$ cat src/pkg/pin_io_pkg.sv
// Constants for the multipurpose pin I/O and signal monitor block
// What this block does
// - Output-enable register, 8 bits read/write, index 44h, bit per pin.
// - Enable bit 7 makes the signal-input pin drive as general I/O.
// - Enable bit 6 stops clock output; pin driven from output register.
// - Enable bits 5 and 4 drive host-select pins 1 and 0 as I/O.
// - Enable bits 3..0 drive scan pins; ignored while boundary scan active.
// - Output value register at 45h, bits 7..0 drive the eight pins.
// - Read-only input level register at 46h, same bit order as outputs.
// - Control register 47h bit 7 picks fast switching; bits 6..4 reserved.
// - Monitor codes 0h,1h high impedance; 2h drives low; 3h drives high.
// - Codes 4h,5h,6h: transmit envelope, transmit active, secure channel.
// - Codes 7h,8h,9h: receive envelope, receive active, received bits.
// - Read-only ID register at 7Fh: version high nibble, subversion low.
package pin_io_pkg;
    localparam int ADDR_W = 12;
    localparam int IDX_W = 7;
    // Register indices; byte address is four times the index
    localparam logic [IDX_W-1:0] IDX_PIN_EN = 7'h44;
    localparam logic [IDX_W-1:0] IDX_PIN_OUT = 7'h45;
    localparam logic [IDX_W-1:0] IDX_PIN_IN = 7'h46;
    localparam logic [IDX_W-1:0] IDX_SIG_CTRL = 7'h47;
    localparam logic [IDX_W-1:0] IDX_REV_ID = 7'h7f;
    // Field positions
    localparam int BIT_SIGNAL_INPUT_PIN = 7;
    localparam int BIT_CLKPIN = 6;
    localparam int BIT_SEL1 = 5;
    localparam int BIT_SEL0 = 4;
    localparam int SCAN_MSB = 3;
    localparam int FAST_BIT = 7;
    localparam int SEL_MSB = 3;
    // Reset values
    localparam logic [7:0] RST_PIN_EN = 8'h00;
    localparam logic [7:0] RST_PIN_OUT = 8'h00;
    localparam logic [7:0] RST_SIG_CTRL = 8'h00;
    // Arbitrary identification values
    localparam logic [3:0] SILICON_VERSION = 4'h5;
    localparam logic [3:0] SILICON_SUBVERSION = 4'h3;
    // Monitor selector codes
    localparam logic [3:0] MON_HIZ0 = 4'h0;
    localparam logic [3:0] MON_HIZ1 = 4'h1;
    localparam logic [3:0] MON_LOW = 4'h2;
    localparam logic [3:0] MON_HIGH = 4'h3;
    localparam logic [3:0] MON_TX_ENV = 4'h4;
    localparam logic [3:0] MON_TX_ACT = 4'h5;
    localparam logic [3:0] MON_SECURE = 4'h6;
    localparam logic [3:0] MON_RX_ENV = 4'h7;
    localparam logic [3:0] MON_RX_ACT = 4'h8;
    localparam logic [3:0] MON_RX_BIT = 4'h9;
    // AXI responses
    localparam logic [1:0] RESP_OKAY = 2'h0;
    localparam logic [1:0] RESP_SLVERR = 2'h2;
endpackage

$ cat src/rtl/pin_io_monitor.sv
// AXI4-Lite general purpose pin I/O with signal monitor output
//
// The AXI4-Lite interface to the registers is this design's own decision.
`timescale 1ns/1ns
module pin_io_monitor
    import pin_io_pkg::*;
(
    input wire logic aclk,
    input wire logic aresetn,
    input wire logic [ADDR_W-1:0] s_axi_awaddr,
    input wire logic s_axi_awvalid,
    output logic s_axi_awready,
    input wire logic [31:0] s_axi_wdata,
    input wire logic [3:0] s_axi_wstrb,
    input wire logic s_axi_wvalid,
    output logic s_axi_wready,
    output logic [1:0] s_axi_bresp,
    output logic s_axi_bvalid,
    input wire logic s_axi_bready,
    input wire logic [ADDR_W-1:0] s_axi_araddr,
    input wire logic s_axi_arvalid,
    output logic s_axi_arready,
    output logic [31:0] s_axi_rdata,
    output logic [1:0] s_axi_rresp,
    output logic s_axi_rvalid,
    input wire logic s_axi_rready,
    input wire logic [7:0] pin_in,
    output logic [7:0] pin_out,
    output logic [7:0] pin_oe_n,
    input wire logic [7:0] dedicated_value,
    input wire logic [7:0] dedicated_enable,
    input wire logic boundary_scan_active,
    input wire logic tx_envelope,
    input wire logic tx_active,
    input wire logic secure_channel_signal,
    input wire logic rx_envelope,
    input wire logic rx_active,
    input wire logic rx_bit,
    output logic signal_output_pin_out,
    output logic signal_output_pin_oe_n,
    output logic fast_switch_select
);
    logic [7:0] pin_output_enables_r;
    logic [7:0] pin_output_value_r;
    logic [7:0] signal_output_control_r;
    logic [7:0] pin_input_level;
    logic [ADDR_W-1:0] aw_addr_r;
    logic [7:0] w_data_r;
    logic w_lane0_r;
    logic aw_held_r;
    logic w_held_r;
    logic aw_hs;
    logic w_hs;
    logic ar_hs;
    logic wr_go;
    logic [3:0] monitor_source_select;

    function automatic logic hit(input logic [ADDR_W-1:0] addr,
                                 input logic [IDX_W-1:0] idx);
        hit = (addr[ADDR_W-1:2] == {3'h0, idx});
    endfunction

    function automatic logic mapped(input logic [ADDR_W-1:0] addr);
        mapped = hit(addr, IDX_PIN_EN) || hit(addr, IDX_PIN_OUT) ||
                 hit(addr, IDX_PIN_IN) || hit(addr, IDX_SIG_CTRL) ||
                 hit(addr, IDX_REV_ID);
    endfunction

    // Scan pins belong to the scan logic when it is enabled
    function automatic logic gpio_owns(input int unsigned i,
                                       input logic [7:0] en,
                                       input logic scan);
        gpio_owns = en[i] && !(i <= SCAN_MSB && scan);
    endfunction

    assign aw_hs = s_axi_awvalid && s_axi_awready;
    assign w_hs = s_axi_wvalid && s_axi_wready;
    assign ar_hs = s_axi_arvalid && s_axi_arready;
    assign wr_go = aw_held_r && w_held_r && !s_axi_bvalid;
    assign monitor_source_select = signal_output_control_r[SEL_MSB:0];

    pin_level_sync u_sync (
        .aclk(aclk),
        .aresetn(aresetn),
        .async_in(pin_in),
        .sync_out(pin_input_level)
    );

    // Address and data are captured independently, in either order
    always_ff @(posedge aclk) begin
        if (!aresetn) begin
            aw_held_r <= 1'b0;
            aw_addr_r <= '0;
            s_axi_awready <= 1'b1;
        end else if (aw_hs) begin
            aw_held_r <= 1'b1;
            aw_addr_r <= s_axi_awaddr;
            s_axi_awready <= 1'b0;
        end else if (wr_go) begin
            aw_held_r <= 1'b0;
        end else if (s_axi_bvalid && s_axi_bready) begin
            s_axi_awready <= 1'b1;
        end
    end

    always_ff @(posedge aclk) begin
        if (!aresetn) begin
            w_held_r <= 1'b0;
            w_data_r <= 8'h00;
            w_lane0_r <= 1'b0;
            s_axi_wready <= 1'b1;
        end else if (w_hs) begin
            w_held_r <= 1'b1;
            w_data_r <= s_axi_wdata[7:0];
            w_lane0_r <= s_axi_wstrb[0];
            s_axi_wready <= 1'b0;
        end else if (wr_go) begin
            w_held_r <= 1'b0;
        end else if (s_axi_bvalid && s_axi_bready) begin
            s_axi_wready <= 1'b1;
        end
    end

    always_ff @(posedge aclk) begin
        if (!aresetn) begin
            s_axi_bvalid <= 1'b0;
            s_axi_bresp <= RESP_OKAY;
        end else if (wr_go) begin
            s_axi_bvalid <= 1'b1;
            s_axi_bresp <= mapped(aw_addr_r) ? RESP_OKAY : RESP_SLVERR;
        end else if (s_axi_bready) begin
            s_axi_bvalid <= 1'b0;
        end
    end

    // Writable registers; writes to read-only ones are dropped quietly
    always_ff @(posedge aclk) begin
        if (!aresetn) begin
            pin_output_enables_r <= RST_PIN_EN;
            pin_output_value_r <= RST_PIN_OUT;
            signal_output_control_r <= RST_SIG_CTRL;
        end else if (wr_go && w_lane0_r) begin
            if (hit(aw_addr_r, IDX_PIN_EN)) begin
                pin_output_enables_r <= w_data_r;
            end
            if (hit(aw_addr_r, IDX_PIN_OUT)) begin
                pin_output_value_r <= w_data_r;
            end
            if (hit(aw_addr_r, IDX_SIG_CTRL)) begin
                // Reserved bits are kept at zero
                signal_output_control_r <= w_data_r & 8'h8f;
            end
        end
    end

    // Read path answers one cycle after the address is taken
    always_ff @(posedge aclk) begin
        if (!aresetn) begin
            s_axi_arready <= 1'b1;
            s_axi_rvalid <= 1'b0;
            s_axi_rdata <= 32'h0000_0000;
            s_axi_rresp <= RESP_OKAY;
        end else if (ar_hs) begin
            s_axi_arready <= 1'b0;
            s_axi_rvalid <= 1'b1;
            s_axi_rresp <= mapped(s_axi_araddr) ? RESP_OKAY : RESP_SLVERR;
            if (hit(s_axi_araddr, IDX_PIN_EN)) begin
                s_axi_rdata <= {24'h00_0000, pin_output_enables_r};
            end else if (hit(s_axi_araddr, IDX_PIN_OUT)) begin
                s_axi_rdata <= {24'h00_0000, pin_output_value_r};
            end else if (hit(s_axi_araddr, IDX_PIN_IN)) begin
                s_axi_rdata <= {24'h00_0000, pin_input_level};
            end else if (hit(s_axi_araddr, IDX_SIG_CTRL)) begin
                s_axi_rdata <= {24'h00_0000, signal_output_control_r};
            end else if (hit(s_axi_araddr, IDX_REV_ID)) begin
                s_axi_rdata <= {24'h00_0000, SILICON_VERSION,
                                SILICON_SUBVERSION};
            end else begin
                s_axi_rdata <= 32'h0000_0000;
            end
        end else if (s_axi_rvalid && s_axi_rready) begin
            s_axi_rvalid <= 1'b0;
            s_axi_arready <= 1'b1;
        end
    end

    // Pin drivers: register value when enabled, else dedicated function; scan pins keep the dedicated function during boundary scan
    always_ff @(posedge aclk) begin
        if (!aresetn) begin
            pin_out <= 8'h00;
            pin_oe_n <= 8'hff;
        end else begin
            for (int unsigned i = 0; i < 8; i++) begin
                if (gpio_owns(i, pin_output_enables_r,
                              boundary_scan_active)) begin
                    pin_out[i] <= pin_output_value_r[i];
                    pin_oe_n[i] <= 1'b0;
                end else begin
                    pin_out[i] <= dedicated_value[i];
                    pin_oe_n[i] <= !dedicated_enable[i];
                end
            end
        end
    end

    always_ff @(posedge aclk) begin
        if (!aresetn) begin
            fast_switch_select <= 1'b0;
        end else begin
            // Pad speed follows the control bit
            fast_switch_select <= signal_output_control_r[FAST_BIT];
        end
    end

    // Monitor output; the routed strobes share this clock domain
    always_ff @(posedge aclk) begin
        if (!aresetn) begin
            signal_output_pin_out <= 1'b0;
            signal_output_pin_oe_n <= 1'b1;
        end else begin
            signal_output_pin_oe_n <= 1'b0;
            case (monitor_source_select)
                MON_LOW: signal_output_pin_out <= 1'b0;
                MON_HIGH: signal_output_pin_out <= 1'b1;
                MON_TX_ENV: signal_output_pin_out <= tx_envelope;
                MON_TX_ACT: signal_output_pin_out <= tx_active;
                MON_SECURE: signal_output_pin_out <= secure_channel_signal;
                // Receive envelope only meaningful at 106 kBd type A
                MON_RX_ENV: signal_output_pin_out <= rx_envelope;
                MON_RX_ACT: signal_output_pin_out <= rx_active;
                MON_RX_BIT: signal_output_pin_out <= rx_bit;
                default: begin
                    signal_output_pin_out <= 1'b0;
                    signal_output_pin_oe_n <= 1'b1;
                end
            endcase
        end
    end
endmodule

$ cat src/rtl/pin_level_sync.sv
// Two-flop synchroniser bank for the pin input levels
`timescale 1ns/1ns
module pin_level_sync (
    input wire logic aclk,
    input wire logic aresetn,
    input wire logic [7:0] async_in,
    output logic [7:0] sync_out
);
    logic [7:0] meta_r;

    // First stage feeds only the second stage
    always_ff @(posedge aclk) begin
        if (!aresetn) begin
            meta_r <= 8'h00;
            sync_out <= 8'h00;
        end else begin
            meta_r <= async_in;
            sync_out <= meta_r;
        end
    end
endmodule

$ cat config.mk
export PLATFORM = sky130hd
export DESIGN_NAME = pin_io_monitor
export DESIGN_NICKNAME = d
export VERILOG_FILES = /design/src/pkg/pin_io_pkg.sv /design/src/rtl/pin_io_monitor.sv /design/src/rtl/pin_level_sync.sv
export SDC_FILE = /design/constraint.sdc
export NUM_CORES = 1
export LEC_CHECK = 0
export BUFFER_PORTS_ARGS = -buffer_cell sky130_fd_sc_hd__clkbuf_2
export CORE_MARGIN = 5
export CORE_UTILIZATION = 52
export CTS_CLUSTER_SIZE = 28
export DETAILED_ROUTE_END_ITERATION = 10
export GPL_TIMING_DRIVEN = 0
export PLACE_DENSITY = 0.95
export SLEW_MARGIN = 20
export SYNTH_ARGS = -nofsm -noshare
export SYNTH_HDL_FRONTEND = slang
export SYNTH_SLANG_ARGS = --single-unit
$ cat constraint.sdc
create_clock -name aclk -period 3.85 [get_ports aclk]
set_input_delay 0.1925 -clock aclk [delete_from_list [all_inputs] [get_ports aclk]]
set_output_delay 0.1925 -clock aclk [all_outputs]
set_load 0.05 [all_outputs]
# Yosys cells after proc, flatten, opt, wreduce, memory -nomap -nowiden
# Index checks and enable logic that the tools add are counted.
# classes
n_reduce_logical	42
eq_ne	20
mux	38
# ops
cell	n
$eq A10 B7 Y1 const B	10
$mux W8	4
$mux W1	30
$eq A4 B3 Y1 const B	4
$logic_and A1 B1 Y1	12
$reduce_bool A2 Y1	6
$logic_not A1 Y1	10
$reduce_and A2 Y1	5
$eq A4 B2 Y1 const B	2
$eq A4 B4 Y1 const B	2
$logic_or A1 B1 Y1	8
$reduce_or A8 Y1	1
$mux W7	1
$pmux W1 S7	1
$mux W2	2
$ne A2 B2 Y1 const B	2
# totals
out_inout_bits	60
ff_bits	120
word_cells	123
inputBits	98

# Longest topological paths before layout
# logic_depth
word_depth	6
ltp_mapped	5
mapped_depth_nobuf	4

# Modules after synthesis
# A second synthesis with hierarchy kept.
# unflattened
cells_unflattened	405
hier_area_um2	3838.7
# modules_own_cells
mod	area_each_um2	cells_each	n_inst	seq_area_each_um2
pin_io_monitor	3392.0	372	1	1521.5
pin_level_sync	446.7	33	1	320.3

# Worst setup path after synthesis
# OpenSTA, ideal clock, no wires.
# synth_path
path_kind	register to register
from	reg s_axi_bvalid
to	reg pin_output_enables_r[0]
setup_ps	120
path_buffers	1
stages_incl_launch_ff	6
required_ps	3730
slack_ps	2151
t_arrival_ps	1579
period_less_slack_ps	1699
path_cell_list	dfxtp_1 > and3b_1 > and4_1 > and3_1 > buf_4 > mux2i_1
# synth_via
elab_chain_len	4
# synth_rtl
item	line_no	rtl
from (decl)	pin_io_monitor.sv:18	output logic s_axi_bvalid,
from (signal assigned)	pin_io_monitor.sv:126	s_axi_bvalid <= 1'b0;
from (signal assigned)	pin_io_monitor.sv:129	s_axi_bvalid <= 1'b1;
from (signal assigned)	pin_io_monitor.sv:132	s_axi_bvalid <= 1'b0;
$logic_not A1 Y1	pin_io_monitor.sv:79	assign wr_go = aw_held_r && w_held_r && !s_axi_bvalid;
$logic_and A1 B1 Y1	pin_io_monitor.sv:79	
$logic_and A1 B1 Y1	pin_io_monitor.sv:142	end else if (wr_go && w_lane0_r) begin
$reduce_and A2 Y1 (no source line)	n/a	
to (signal assigned)	pin_io_monitor.sv:144	pin_output_enables_r <= w_data_r;
to (decl)	pin_io_monitor.sv:43	logic [7:0] pin_output_enables_r;
# Every way passes these cells.
# A chain may end at the register's enable or synchronous reset.

# Worst setup path in the final report
# layout_path
from	reg aw_addr_r[7]
to	reg pin_output_enables_r[2]
# layout_via
elab_chain_len	2
# layout_rtl
item	line_no	rtl
from (decl)	pin_io_monitor.sv:47	logic [ADDR_W-1:0] aw_addr_r;
from (signal assigned)	pin_io_monitor.sv:97	aw_addr_r <= s_axi_awaddr;
$eq A10 B7 Y1	pin_io_monitor.sv:60	hit = (addr[ADDR_W-1:2] == {3'h0, idx});
$reduce_and A2 Y1 (no source line)	n/a	
# Every way passes these cells.

==> impl_metrics.json <==
{
  "fin_area_um2": 4766,
  "ys_seq_area_share_pct": 48.12,
  "required_ps": 4140,
  "cp_max_fo": 8,
  "status": "finished, final reports clean",
  "cts.sinks": 92,
  "power_per_cell_area_nw_per_um2": 408.1,
  "insertion_delay_ps": 360,
  "period_share_pct": 41.24,
  "synth_cells": 403,
  "die_h_um": 95.79,
  "nFillCells": 585,
  "end_kind": "register",
  "antenna_found_initial": 0,
  "area_growth_syn_to_layout_pct": 24.52,
  "viasPerCell": 5.043,
  "drv_cap": 0,
  "slew_viol_final": 0,
  "fin_crit_ps": 1588,
  "grt_util_met2_pct": 38.51,
  "synth_most_common_cell": "dfxtp_1",
  "core-area_um2": 7214,
  "rsz0062_at_grt": "no",
  "synth_top_flop_cell": "dfxtp_1",
  "dpl-instance-area_um2": 4541,
  "start_kind": "register",
  "num_io_pins": 158,
  "crit_buf_inv": 1,
  "gr-usage-met1_pct": 24.70,
  "final-instance-count-excl-fill": 645,
  "crit_slowest_cell": "dfxtp_1",
  "slowest_delay_ps": 340,
  "setup_tns_ps": 0,
  "grt_max_degree": 15,
  "vdd_drop_max_mv": 0.1939,
  "routedWlPerCell_um": 15.17,
  "synth_cell_types": 53,
  "diodes": 0,
  "crit_family": "simple AND/OR/NAND/NOR gates",
  "finalHoldWorstSlack_ps": 21.85,
  "layout-drive-gt1-share_pct": 28.39,
  "clk_path_buf_depth": 2,
  "grt.busiest_layer": "met2",
  "yosysTopAreaCellShare_pct": 48.12,
  "wirelength_um": 9786,
  "tightest_slew_ps": 570.3,
  "async_reset_ff_share_pct": 0,
  "rr_startpoint": "aw_addr_r[7]",
  "synth_warnings": 0,
  "grt_pass1_vias": 3297,
  "synthTopCellsByArea": "dfxtp_1 (48%), mux2i_1 (8.1%), nand2_1 (7.6%)",
  "dp_cells": 626,
  "nets": 639,
  "via_count": 3253,
  "syn_area_um2": 3827,
  "grt_use_met3_pct": 4.378,
  "ant_nets": 0,
  "synth_edf_count": 0,
  "fp.dieW_um": 95.79,
  "synth.avg_cell_area_um2": 9.497,
  "hpwlAfterDp_um": 7581,
  "cts-htree-levels": 3,
  "worstPathArrival_ps": 1870,
  "start_util_pct": 53.05,
  "ff2ff_setup_slack_ps": 2260,
  "gp_congestion": 0.8891,
  "cts_root_buffer": "clkbuf_8",
  "hold_violations": 0,
  "startpoint": "aw_addr_r[7]",
  "criticalPathCategory": "reg2reg",
  "dieArea_um2": 9176,
  "hp-start": "dedicated_enable[6]",
  "cts_tree": "yes",
  "total_power_w": 0.001945,
  "clock_skew_ps": 7.745,
  "min_path_type": "in2reg",
  "path_clk_slew_ps": 90,
  "slew_headroom_pct": 61.69,
  "grt_pass1_wl_um": 15260,
  "max_clock_freq_mhz": 629.9,
  "portBuffers": 99,
  "ys_seq_elements": 92,
  "p_leak_nw": 2.176,
  "grtUsageTotal_pct": 21.76,
  "setup_viol": 0,
  "synth_top_area_cell": "dfxtp_1",
  "cts_buffers": 9,
  "rows": 31,
  "grt-ovfl-total": 0,
  "synth_common_cells": "dfxtp_1 (92), nand2_1 (77), mux2i_1 (31), buf_4 (27), a21boi_0 (21)",
  "drt_first_pass_iters": 4,
  "drc": 0,
  "cp_cell_sequence": "nor3_1 -> and4_1 -> and3_1 -> buf_4 -> mux2i_1",
  "drt_first_iter_violations": 165
}
[final cells by class]
| class | count | area, um^2 | share of cell area (%) |
|---|---|---|---|
| tap | 99 | 123.9 | 2.599 |
| timing repair buffer | 102 | 525.5 | 11.03 |
| clock inverter | 3 | 46.29 | 0.9714 |
| sequential | 92 | 1842 | 38.65 |
| buffer | 45 | 279.0 | 5.855 |
| clock buffer | 13 | 148.9 | 3.124 |
| inverter | 4 | 15.01 | 0.3150 |
| multi-input combinational | 287 | 1785 | 37.46 |
[layer usage]
metal / up-vias / share of wire [%]
met2: 131 / 52
li1: 1602 / -
met4: 0 / 2.7
met1: 1496 / 38
met5: - / 0
met3: 24 / 7.8
[path summary, 6_finish.rpt]
kind / end / cells after the start
setup / recovery: pin_output_enables_r[2] / 5
hold reg to reg: u_sync.sync_out[4] / 1
hold / removal: pin_oe_n[6] / 2
setup reg to reg: pin_output_enables_r[2] / 5
[cell families (layout without fill, tap and decap cells)]
family / Yosys count / in the layout / synth area share [%]
multiplexers: 34 / 34 / 9.578
buffers and inverters: 49 / 167 / 7.682
other: 1 / 26 / 0.09798
AND/OR/NAND/NOR: 162 / 162 / 22.92
AO/OA/AOI/OAI: 65 / 65 / 11.61
flip-flops: 92 / 92 / 48.12
[report_power, final]
group	internal (W)	leakage [nW]	total [W]	switching (W)
registers	0.000988	0.755	0.00101	0.0000202
logic	0.0000929	1.33	0.000291	0.000198
clock network	0.000320	0.0938	0.000646	0.000326
total	0.00140	2.18	0.00194	0.000544
[timing repair]
action                    in CTS  in global routing
hold buffers                   3                  0
buffers inserted               0                  0
gates resized for setup        0                  0
hold endpoints to repair       3                  0
[cells in the final DEF, fill, tap and decap left out, types with 4 or more instances in the layout]
master and instances:
a21boi_0 21, a21oi_1 9, and2_1 19, and3_1 4
buf_4 27, clkbuf_1 19, clkbuf_2 99, clkbuf_8 10
conb_1 26, dfxtp_1 92, inv_1 4, mux2i_1 31
nand2_1 77, nand2b_1 12, nand3_1 4, nor2_1 5
nor2b_1 14, nor3_1 5, o21ai_0 11
[state kept, by name (all words and copies together), names as in the netlist, 5 cells and up]
signal,flops
pin_output_enables_r,8
pin_out,8
s_axi_rdata,8
pin_oe_n,8
signal_output_control_r,5
aw_addr_r,10
pin_output_value_r,8
u_sync.meta_r,8
w_data_r,8
u_sync.sync_out,8
[through the flow]
step / util [%] / setup slack [ps]
floorplan: - / 2151
global placement: 62.94 / 2300
detailed placement: 62.94 / 2270
CTS: 66.06 / 2276
global route: 66.06 / 2160
finish: 66.06 / 2262
(Power assumes the default switching activity.)
